--- config.mk ---
export PLATFORM = sky130hd
export DESIGN_NAME = voltage_input_channel
export DESIGN_NICKNAME = d
export VERILOG_FILES = /design/src/voltage_input_channel.v /design/src/pin_sync.v /design/src/ramp_filter.v
export VERILOG_INCLUDE_DIRS = /design/src /design/src/src
export SDC_FILE = /design/constraint.sdc
export NUM_CORES = 1
export LEC_CHECK = 0
export BUFFER_PORTS_ARGS = -buffer_cell sky130_fd_sc_hd__buf_2
export CORE_AREA = 4 4 150 152
export DETAILED_ROUTE_END_ITERATION = 16
export DIE_AREA = 0 0 154 156
export GPL_ROUTABILITY_DRIVEN = 0
export PLACE_DENSITY_LB_ADDON = 0.15
export SETUP_SLACK_MARGIN = 0.1
export SLEW_MARGIN = 20
export SYNTH_ARGS = -nofsm -noshare
export SYNTH_HDL_FRONTEND = slang
export SYNTH_SLANG_ARGS = --single-unit
--- constraint.sdc ---
create_clock -name clk_i -period 4.05 [get_ports clk_i]
set_input_delay 0.81 -clock clk_i [delete_from_list [all_inputs] [get_ports clk_i]]
set_output_delay 0.81 -clock clk_i [all_outputs]
set_load 0.005 [all_outputs]
--- src/vin_channel_map.vh ---
`ifndef VIN_CHANNEL_MAP_VH
`define VIN_CHANNEL_MAP_VH

// ============================================================
// Clock and timing
// Counts built from the clock rate so no intermediate product leaves 32 bits
`define CLK_FREQ_MHZ        250
`define PROC_TIME_MS        100
`define PROC_CYCLES         (`PROC_TIME_MS * 1000 * `CLK_FREQ_MHZ)
`define SEND_TIME_US        6500
`define SEND_CYCLES         (`SEND_TIME_US * `CLK_FREQ_MHZ)

// ============================================================
// Register offsets (byte addresses)
`define REG_PARAM           8'h00
`define REG_STATUS          8'h04
`define REG_IDENT           8'h08
`define REG_WORD            8'h0c

// ============================================================
// Parameter fields
`define FILT_LSB            1
`define FILT_MSB            2
`define RANGE_LSB           0
`define RANGE_MSB           4
`define PARAM1_RST          8'h00
`define PARAM2_RST          8'h00

// ============================================================
// Configuration codes
`define CFG_IDENT_CODE      8'h50
`define CFG_HDR_CODE        8'h56

// ============================================================
// Filter modes and step per processing tick (12.8 fixed point)
`define FILT_OFF            2'h0
`define FILT_100            2'h1
`define FILT_10             2'h2
`define FILT_1              2'h3
`define STEP_100            20'h19980
`define STEP_10             20'h028f3
`define STEP_1              20'h00418

// ============================================================
// Range codes
`define RANGE_10V           5'h00
`define RANGE_5V            5'h01
`define RANGE_2V            5'h02
`define RANGE_1V            5'h03

`endif

--- src/voltage_input_channel.v ---
// The Wishbone register port and the register offsets were chosen for this implementation.
`timescale 1ns/100ps
`include "vin_channel_map.vh"

// ============================================================
// Overview of operation
// - The converter sample is a 16-bit code spanning 0 to 10 V, kept at full width until range scaling.
// - A new measurement is processed once every 100 ms.
// - The input word goes to the com unit every 6.5 ms regardless of the measurement pace.
// - The channel value is an unsigned integer with full range 0 to 65520 (0xfff0).
// - One 16-bit word carries the value and only its top 12 bits hold measurement data.
// - Low byte bits 0-3 are empty, bits 4-7 hold the lowest value bits, the high byte the upper eight.
// - There are no output bytes; the identifier is 0x50 and parameters start with 0x56 plus two bytes.
// - Bits 1-2 of the first parameter byte pick filter off, 100, 10 or 1 percent per second.
// - An enabled filter ramps the reported value linearly at a rate relative to the range span.
// - At 1 percent per second a 90 percent step takes 90 seconds to pass through.
// - Bits 0-4 of the second parameter byte pick 0-10, 0-5, 0-2 or 0-1 V; bits 5-7 are unused.
// - Configuration without parameters leaves the filter off and the 0-10 V range.
// - No line fault detection or reporting exists.
module voltage_input_channel #(
  parameter [31:0] PROC_CYCLES = `PROC_CYCLES,
  parameter [31:0] SEND_CYCLES = `SEND_CYCLES
) (
  // Clock and reset
  input  wire        clk_i,
  input  wire        rst_i,
  // Wishbone slave
  input  wire        cyc_i,
  input  wire        stb_i,
  input  wire        we_i,
  input  wire [7:0]  adr_i,
  input  wire [3:0]  sel_i,
  input  wire [31:0] dat_i,
  output reg  [31:0] dat_o,
  output reg         ack_o,
  // Converter pins
  input  wire [15:0] adc_data_i,
  input  wire        adc_strobe_i,
  // Configuration bytes from the com unit
  input  wire [7:0]  cfg_byte_i,
  input  wire        cfg_valid_i,
  // Input word and configuration status to the com unit
  output reg  [15:0] word_o,
  output reg         word_valid_o,
  output reg         cfg_ok_o
);

  // ============================================================
  // Parser states
  localparam [3:0] ST_ID  = 4'b0001;
  localparam [3:0] ST_HDR = 4'b0010;
  localparam [3:0] ST_D1  = 4'b0100;
  localparam [3:0] ST_D2  = 4'b1000;

  reg  [3:0]  state_q;
  reg  [3:0]  state_d;
  reg  [1:0]  filt_q;
  reg  [1:0]  filt_d;
  reg  [4:0]  range_q;
  reg  [4:0]  range_d;
  reg         cfg_ok_d;
  reg  [15:0] sample_q;
  reg         strobe_prev_q;
  reg  [31:0] proc_cnt_q;
  reg         proc_tick_q;
  reg  [31:0] send_cnt_q;
  reg  [11:0] target_q;
  reg  [11:0] target_d;
  reg  [19:0] scaled;
  reg  [15:0] clamped;
  reg  [31:0] rd_data;
  reg         meas_valid_q;
  reg         filt_tick_q;
  wire [7:0]  param1_rst;
  wire [7:0]  param2_rst;
  wire        strobe_lvl;
  wire [11:0] filt_value;
  wire        wb_req;
  wire        wb_wr;

  // ============================================================
  // Converter strobe and sample capture
  pin_sync u_strobe_sync (
    .clk_i   (clk_i),
    .rst_i   (rst_i),
    .pin_i   (adc_strobe_i),
    .level_o (strobe_lvl)
  );

  // Data is settled long before the synchronised strobe edge arrives
  always @(posedge clk_i) begin
    if (rst_i) begin
      strobe_prev_q <= 1'b0;
      sample_q      <= 16'h0000;
    end else begin
      strobe_prev_q <= strobe_lvl;
      if (strobe_lvl && !strobe_prev_q) begin
        sample_q <= adc_data_i;
      end
    end
  end

  // ============================================================
  // Processing pace
  always @(posedge clk_i) begin
    if (rst_i) begin
      proc_cnt_q  <= 32'h00000000;
      proc_tick_q <= 1'b0;
    end else if (proc_cnt_q == PROC_CYCLES - 32'h00000001) begin
      proc_cnt_q  <= 32'h00000000;
      proc_tick_q <= 1'b1;
    end else begin
      proc_cnt_q  <= proc_cnt_q + 32'h00000001;
      proc_tick_q <= 1'b0;
    end
  end

  // ============================================================
  // Range scaling, saturating at the top of the selected span
  always @* begin
    case (range_q)
      `RANGE_5V: scaled = {4'h0, sample_q} * 20'h00002;
      `RANGE_2V: scaled = {4'h0, sample_q} * 20'h00005;
      `RANGE_1V: scaled = {4'h0, sample_q} * 20'h0000a;
      default:   scaled = {4'h0, sample_q};
    endcase
    clamped  = (scaled[19:16] != 4'h0) ? 16'hffff : scaled[15:0];
    target_d = clamped[15:4];
  end

  always @(posedge clk_i) begin
    if (rst_i) begin
      target_q     <= 12'h000;
      meas_valid_q <= 1'b0;
    end else if (proc_tick_q) begin
      target_q     <= target_d;
      meas_valid_q <= 1'b1;
    end
  end

  // Filter steps one cycle after the target so it never ramps toward a stale sample
  always @(posedge clk_i) begin
    if (rst_i) begin
      filt_tick_q <= 1'b0;
    end else begin
      filt_tick_q <= proc_tick_q;
    end
  end

  ramp_filter u_filter (
    .clk_i    (clk_i),
    .rst_i    (rst_i),
    .tick_i   (filt_tick_q),
    .mode_i   (filt_q),
    .target_i (target_q),
    .value_o  (filt_value)
  );

  // ============================================================
  // Cyclic word to the com unit
  always @(posedge clk_i) begin
    if (rst_i) begin
      send_cnt_q   <= 32'h00000000;
      word_o       <= 16'h0000;
      word_valid_o <= 1'b0;
    end else if (send_cnt_q == SEND_CYCLES - 32'h00000001) begin
      send_cnt_q   <= 32'h00000000;
      word_o       <= {filt_value, 4'h0};
      word_valid_o <= 1'b1;
    end else begin
      send_cnt_q   <= send_cnt_q + 32'h00000001;
      word_valid_o <= 1'b0;
    end
  end

  // ============================================================
  // Configuration parser and parameter store
  assign wb_req = cyc_i && stb_i && !ack_o;
  assign wb_wr  = wb_req && we_i && (adr_i == `REG_PARAM);
  assign param1_rst = `PARAM1_RST;
  assign param2_rst = `PARAM2_RST;

  always @* begin
    state_d  = state_q;
    filt_d   = filt_q;
    range_d  = range_q;
    cfg_ok_d = cfg_ok_o;
    if (wb_wr) begin
      if (sel_i[0]) begin
        filt_d = dat_i[`FILT_MSB:`FILT_LSB];
      end
      if (sel_i[1]) begin
        range_d = dat_i[8+`RANGE_MSB:8+`RANGE_LSB];
      end
    end
    // The com unit stream wins over a software write in the same cycle
    if (cfg_valid_i) begin
      case (state_q)
        ST_ID: begin
          if (cfg_byte_i == `CFG_IDENT_CODE) begin
            cfg_ok_d = 1'b1;
            filt_d   = param1_rst[`FILT_MSB:`FILT_LSB];
            range_d  = param2_rst[`RANGE_MSB:`RANGE_LSB];
            state_d  = ST_HDR;
          end else begin
            cfg_ok_d = 1'b0;
          end
        end
        ST_HDR: begin
          if (cfg_byte_i == `CFG_HDR_CODE) begin
            state_d = ST_D1;
          end else if (cfg_byte_i == `CFG_IDENT_CODE) begin
            state_d = ST_HDR;
          end else begin
            cfg_ok_d = 1'b0;
            state_d  = ST_ID;
          end
        end
        ST_D1: begin
          filt_d  = cfg_byte_i[`FILT_MSB:`FILT_LSB];
          state_d = ST_D2;
        end
        ST_D2: begin
          range_d = cfg_byte_i[`RANGE_MSB:`RANGE_LSB];
          state_d = ST_ID;
        end
        default: begin
          state_d = ST_ID;
        end
      endcase
    end
  end

  always @(posedge clk_i) begin
    if (rst_i) begin
      state_q  <= ST_ID;
      filt_q   <= `FILT_OFF;
      range_q  <= `RANGE_10V;
      cfg_ok_o <= 1'b0;
    end else begin
      state_q  <= state_d;
      filt_q   <= filt_d;
      range_q  <= range_d;
      cfg_ok_o <= cfg_ok_d;
    end
  end

  // ============================================================
  // Wishbone slave: one registered answer in the cycle after the request, every address acknowledged
  always @* begin
    case (adr_i)
      `REG_PARAM:  rd_data = {19'h00000, range_q, 5'h00, filt_q, 1'b0};
      // No wiring fault bit exists in the status word
      `REG_STATUS: rd_data = {14'h0000, meas_valid_q, cfg_ok_o, filt_value, 4'h0};
      `REG_IDENT:  rd_data = {16'h0000, `CFG_HDR_CODE, `CFG_IDENT_CODE};
      `REG_WORD:   rd_data = {16'h0000, word_o};
      default:     rd_data = 32'h00000000;
    endcase
  end

  always @(posedge clk_i) begin
    if (rst_i) begin
      ack_o <= 1'b0;
      dat_o <= 32'h00000000;
    end else begin
      ack_o <= wb_req;
      dat_o <= (wb_req && !we_i) ? rd_data : 32'h00000000;
    end
  end

endmodule // voltage_input_channel

--- src/pin_sync.v ---
`timescale 1ns/100ps

// ============================================================
// Three-stage synchroniser; output moves once stages two and three agree
module pin_sync (
  // Clock and reset
  input  wire clk_i,
  input  wire rst_i,
  // Pin and result
  input  wire pin_i,
  output wire level_o
);

  reg s1_q;
  reg s2_q;
  reg s3_q;
  reg level_q;

  always @(posedge clk_i) begin
    if (rst_i) begin
      s1_q    <= 1'b0;
      s2_q    <= 1'b0;
      s3_q    <= 1'b0;
      level_q <= 1'b0;
    end else begin
      s1_q <= pin_i;
      s2_q <= s1_q;
      s3_q <= s2_q;
      if (s2_q == s3_q) begin
        level_q <= s3_q;
      end
    end
  end

  assign level_o = level_q;

endmodule // pin_sync

--- src/ramp_filter.v ---
`timescale 1ns/100ps
`include "vin_channel_map.vh"

// ============================================================
// Linear ramp limiter, stepping once per processing tick
module ramp_filter (
  // Clock and reset
  input  wire        clk_i,
  input  wire        rst_i,
  // Control
  input  wire        tick_i,
  input  wire [1:0]  mode_i,
  input  wire [11:0] target_i,
  // Result
  output wire [11:0] value_o
);

  reg  [19:0] acc_q;
  reg  [19:0] acc_d;
  reg  [19:0] step;
  wire [19:0] goal = {target_i, 8'h00};

  always @* begin
    case (mode_i)
      `FILT_100: step = `STEP_100;
      `FILT_10:  step = `STEP_10;
      default:   step = `STEP_1;
    endcase
    acc_d = acc_q;
    if (tick_i) begin
      if (mode_i == `FILT_OFF) begin
        acc_d = goal;
      end else if (goal > acc_q) begin
        acc_d = ((goal - acc_q) > step) ? acc_q + step : goal;
      end else begin
        acc_d = ((acc_q - goal) > step) ? acc_q - step : goal;
      end
    end
  end

  always @(posedge clk_i) begin
    if (rst_i) begin
      acc_q <= 20'h00000;
    end else begin
      acc_q <= acc_d;
    end
  end

  // Truncation keeps the ramp exact; rounding would overshoot by one LSB
  assign value_o = acc_q[19:8];

endmodule // ramp_filter

; ---- Word level (Yosys, flattened, before mapping)
; Index checks and enable logic that the tools add are counted.
[totals]
reg_bits = 178
output_inout_bits = 51
wordCells = 99
inputBits = 75
[op_classes]
n_mul = 2
n_eq_ne = 20
add_sub_neg = 6
reduce_logical = 18
bitwise_logic = 1
muxes = 28
n_lt_le_gt_ge = 3
[ops]
columns = op, n
row1 = 2-to-1 mux 20 bit, 4
row2 = case mux 18 bit (4 select lines), 1
row3 = "adder 32 x 1 -> 32 bit, second input constant", 2
row4 = case mux 20 bit (3 select lines), 1
row5 = greater-than comparator 20 x 17 -> 1 bit, 2
row6 = subtractor 20 bit, 2
row7 = "multiplier 16 x 3 -> 19 bit, second input constant", 2
row8 = case mux 17 bit (2 select lines), 1
row9 = "== test 32 x 21 -> 1 bit, second input constant", 1
row10 = "== test 32 x 25 -> 1 bit, second input constant", 1
row11 = adder 20 x 17 -> 20 bit, 1
row12 = greater-than comparator 20 bit, 1
row13 = 2-to-1 mux 5 bit, 4
row14 = subtractor 20 x 17 -> 20 bit, 1
row15 = "== test 8 x 4 -> 1 bit, second input constant", 2
row16 = "== test 8 x 7 -> 1 bit, second input constant", 2
row17 = 2-to-1 mux 16 bit, 1
row18 = case mux 4 bit (3 select lines), 1
row19 = "== test 5 x 2 -> 1 bit, second input constant", 2
row20 = 2-to-1 mux 2 bit, 5
row21 = case mux 5 bit (2 select lines), 1
row22 = "== test 8 x 3 -> 1 bit, second input constant", 1
row23 = logical NOT 8 bit, 1
row24 = logical AND 1 bit, 6
row25 = other kinds (22), 32

; ---- Logic depth before layout (Yosys ltp)
[logic_depth]
depth_word = 8
depth_mapped = 21
mapped_depth_nobuf = 18

; ---- Hierarchy
; From an unflattened synthesis, not the netlist that was laid out.
[unflattened]
hier_cells = 1435
hier_area_um2 = 11453.5
[modules_own_cells]
columns = mod, cells_each, n_inst, seq_area_each_um2, area_each_um2
row1 = voltage_input_channel, 829, 1, 2762.6, 6984.2
row2 = ramp_filter, 596, 1, 400.4, 4356.7
row3 = pin_sync, 10, 1, 80.1, 112.6

; ---- Worst setup path after synthesis
; Ideal clock, no wire load.
[synth_timing]
path_kind = register to register
start = register u_filter.acc_q[9]
end = register u_filter.acc_q[9]
path_buffers = 2
path_stages_with_launch = 21
t_required_ps = 3911
period_less_slack_ps = 4369
path_slack_ps = -319
arrival_ps = 4230
setup_ps = 139
path_cell_list = dfxtp_1 clkbuf_1 inv_1 ha_1 a211o_1 a21oi_1 nand2_1 a31oi_1 o21bai_1 a21oi_1 xnor2_1 ha_1 nand4_1 a2111o_1 a21o_1 o221a_1 or4b_4 buf_6 mux2i_4 o21a_4 a221oi_1
[synth_between]
elab_chain_cells = 5
elab_cells_between_ends = 11
cone_classes = add/sub: 4 / order compare: 3 / mux: 4
[synth_lines]
columns = item, line
row1 = "start, declared", ramp_filter.v:18  ; reg [19:0] acc_q;
row2 = "start signal, assigned", ramp_filter.v:43  ; acc_q <= 20'h00000;
row3 = "start signal, assigned", ramp_filter.v:45  ; acc_q <= acc_d;
row4 = subtractor 20 bit (on tied branches), "ramp_filter.v:36, ramp_filter.v:34"
row5 = greater-than comparator 20 x 17 -> 1 bit (on tied branches), "ramp_filter.v:36, ramp_filter.v:34"
row6 = 2-to-1 mux 20 bit (on tied branches), "ramp_filter.v:36, ramp_filter.v:34"
row7 = 2-to-1 mux 20 bit (*), ramp_filter.v:33  ; end else if (goal > acc_q) begin
row8 = 2-to-1 mux 20 bit (*), ramp_filter.v:31  ; if (mode_i == `FILT_OFF) begin
; Every way passes the cells marked *; elsewhere a longest branch is shown, timed or not.
; A chain may end at the register's enable or synchronous reset.

; ---- Worst setup path in the final report
[layout_timing]
start = register target_q[1]
end = register u_filter.acc_q[14]
[layout_between]
elab_chain_cells = 5
elab_cells_between_ends = 9
cone_classes = add/sub: 2 / order compare: 3 / mux: 4
[layout_lines]
columns = item, line
row1 = "start, declared", voltage_input_channel.v:67  ; reg [11:0] target_q;
row2 = "start signal, assigned", voltage_input_channel.v:136  ; target_q <= target_d;
row3 = subtractor 20 bit (on tied branches), "ramp_filter.v:36, ramp_filter.v:34"
row4 = greater-than comparator 20 x 17 -> 1 bit (on tied branches), "ramp_filter.v:36, ramp_filter.v:34"
row5 = 2-to-1 mux 20 bit (on tied branches), "ramp_filter.v:36, ramp_filter.v:34"
row6 = 2-to-1 mux 20 bit (*), ramp_filter.v:33
row7 = 2-to-1 mux 20 bit (*), ramp_filter.v:31
; Marked as above.

==> flow_summary_export.csv <==
group,metric,value,unit
route,wl,30.2,mm
synth,ys_warn_count,0,
layout,syn_to_final_growth,17.0,%
pwr,switching_power,0.833,mW
clock_tree,cts_buffers,17,
layout,final_cells,1824,
route,met1Wirelength,14.3,mm
run,cap_violations,0,
route,wl_met2,13.6,mm
placement,placed_cell_area,12500,um2
timing,period_share,1.01,
floorplanning,die_w,154,um
clock_tree,root_buffer,"clkbuf_16",
synth,async_flop_share,0,
clock_tree,cts_buffer_depth,2,
route,drc,0,
timing,finalSetupTns,-0.383,ns
layout,layout.nets,1719,
route,first_iter_violations,722,
floorplanning,die-area,24000,um2
clock_tree,clkLatencyLatePin,0.44,ns
timing,slew_viol_final,0,
floorplanning,io_pins,126,
clock_tree,clk_pin_slew,0.07,ns
pwr,peakVddDrop,0.284,mV
pwr,power_frac_clock,0.483,
setup_path,path_max_fanout,8,
timing,fmax,0.244,GHz
synth,synthCells,1399,
pwr,p_leak,5.59,nW
timing,timing.slew.headroom,0.316,
grt,grtUsageTotal,0.248,
timing,finalHoldViolCount,0,
clock_tree,clkSinkCount,162,
layout,fin_area,13300,um2
setup_path,cp-end-kind,"flop",
clock_tree,cts_max_level,4,
grt,grt-ovfl-total,0,
grt,grt_max_degree,53,
timing,worst_slack,-0.0483,ns
placement,dp_hpwl,23.0,mm
outcome,violations,"setup timing",
layout,layout_common_cells,"193 x nor2_1, 154 x dfxtp_1, 100 x nand2_1",
setup_path,start_kind,"flop",
grt,grt_pass1_wl,49.6,mm
synth,ys_seq_area_frac,0.286,
grt,grt_pass1_vias,9866,
pwr,p_sw_frac,0.254,
pwr,p_seq_frac,0.489,
timing,clock_skew,0.0125,ns
synth,ys_ff_latch,162,
floorplanning,initial_core_util,0.539,
route,dr.pass1.iters,5,
timing,holdWs,0.448,ns
setup_path,crit_type,"flop to flop",
synth,synth_edf_count,0,
setup_path,path_buf_inv,1,
timing,finalSetupViolCount,12,
layout,n_antenna_cell,0,
route,wire_per_inst,16.6,um
pwr,power.total,3.28,mW
setup_path,path_cells,"inv_4 -> ha_4 -> a211o_1 -> a21oi_2 -> nand2_1 -> a31oi_1 -> o21bai_1 -> a21oi_1 -> xnor2_1 -> ha_1 -> nand4_1 -> a2111o_1 -> a21o_1 -> o2111a_1 -> or4b_4 -> mux2i_4 -> o21a_4 -> a2111oi_2",
setup_path,arrival,4.40,ns
floorplanning,core_area,21000,um2
clock_tree,cts_tree,"done",
floorplanning,rows,53,
setup_path,critPathMaxStageDelay,0.59,ns
pwr,combPwrFrac,0.029,
setup_path,cpMaxStageDelayCell,"or4b_4",
timing,rsz0062_at_grt,"true",
synth,netlist_area,11300,um2
route,wl_met3,1.72,mm
outcome,status,"finished, violations left",
grt,antenna_found_initial,0,
route,vias,10600,
synth,ys_types,87,
placement,portBuffers,78,
placement,place_inst,1780,
timing,post-route-min-period,4.10,ns
route,postRouteAntennaNets,0,
setup_path,critPathRequiredTime,4.35,ns
layout,drive_gt1_frac,0.182,
floorplanning,die_h,156,um
route,vias_per_cell,5.79,
pwr,powerDensity,247,nW/um2
min_path,worst_hold_path_type,"flop to flop",
route,top_layer,"met4",
pwr,p_int,2.44,mW
synth,avgSynthCellArea,8.10,um2
setup_path,path_delay_family,"compound AO/OA/AOI/OAI gates",
synth,yosys_most_used_dff,"dfxtp_1",
timing,tightest_slew,1.01,ns
layout,final_common_cell,"nor2_1",
[Yosys cell counts (7+ instances only)]
| cell type | instances | area share |
|---|---|---|
| a211oi_1 | 32 | 0.021 |
| a21o_1 | 16 | 0.011 |
| a21oi_1 | 95 | 0.042 |
| a221oi_1 | 9 | 0.0070 |
| a31oi_1 | 13 | 0.0072 |
| and2_1 | 10 | 0.0055 |
| and3_1 | 17 | 0.0094 |
| buf_4 | 20 | 0.013 |
| clkbuf_1 | 48 | 0.016 |
| dfxtp_1 | 162 | 0.29 |
| ha_1 | 104 | 0.11 |
| inv_1 | 64 | 0.021 |
| mux2_2 | 7 | 0.0070 |
| mux2i_1 | 35 | 0.031 |
| nand2_1 | 102 | 0.034 |
| nand2b_1 | 19 | 0.010 |
| nand3_1 | 50 | 0.022 |
| nand4_1 | 19 | 0.010 |
| nor2_1 | 193 | 0.064 |
| nor2b_1 | 11 | 0.0061 |
| nor3_1 | 32 | 0.014 |
| nor4_1 | 15 | 0.0083 |
| o21ai_0 | 48 | 0.021 |
| o21bai_1 | 8 | 0.0053 |
| or3_1 | 21 | 0.012 |
| xnor2_1 | 54 | 0.042 |
| xor2_1 | 46 | 0.036 |
[cell families after synthesis]
| logic type | share of synthesized area |
|---|---|
| buffers and inverters | 0.0578 |
| multiplexers | 0.0398 |
| XOR/XNOR | 0.0772 |
| AO/OA/AOI/OAI | 0.196 |
| adder cells (fa/ha/maj) | 0.122 |
| flip-flops | 0.286 |
| other | 0.000331 |
| AND/OR/NAND/NOR | 0.221 |
[layer usage]
| layer | vias up | global-route usage |
|---|---|---|
| met5 | - | 0 |
| met4 | 0 | 0.0749 |
| met3 | 40 | 0.0405 |
| met2 | 297 | 0.393 |
| met1 | 4955 | 0.349 |
| li1 | 5268 | - |
[metrics by stage]
stage	util	worst slack [ns]
5_1_grt	0.631	-0.236
3_3_place_gp	0.595	-0.0576
6_report	0.631	-0.0483
4_1_cts	0.628	0.0181
2_1_floorplan	-	0.139
3_5_place_dp	0.595	-0.0866
[layout make-up]
| cell class | count | area (um2) |
|---|---|---|
| repair buffers | 180 | 1180 |
| clock inverters | 15 | 139 |
| well taps | 275 | 344 |
| multi-input cells | 1110 | 7670 |
| inverters | 65 | 249 |
| fillers | 1834 | 7750 |
| clock buffers | 17 | 425 |
| flip-flops and latches | 162 | 3260 |
[power by group through the flow]
stage	clock, mW	combinational, mW	sequential (mW)
global placement	0	0.0915	1.64
detailed placement	0	0.0923	1.64
global route	1.68	0.105	1.60
CTS	1.62	0.0927	1.60
finish	1.58	0.0936	1.60
floorplan	0	0.0654	1.64
[final timing paths]
path / startpoint / depth (start not counted) / slack, ns / endpoint
setup / recovery: target_q[1] / 18 / -0.05 / u_filter.acc_q[14]
setup reg to reg: target_q[1] / 18 / -0.05 / u_filter.acc_q[14]
hold reg to reg: send_cnt_q[0] / 1 / 0.45 / send_cnt_q[0]
hold / removal: send_cnt_q[0] / 1 / 0.45 / send_cnt_q[0]
[registers in the layout, summed over array words and instances, names as in the netlist, 5 cells and up]
register        cells
dat_o              16
proc_cnt_q         32
range_q             5
sample_q           16
send_cnt_q         32
target_q           12
u_filter.acc_q     20
word_o             12
[what timing repair did]
action,CTS,global route
resized for setup,16,13
hold buffers,0,0
pin swaps,16,9
setup endpoints to repair,20,20
buffers inserted,8,4
gates cloned,0,0
Power figures use the tool's default switching activity.
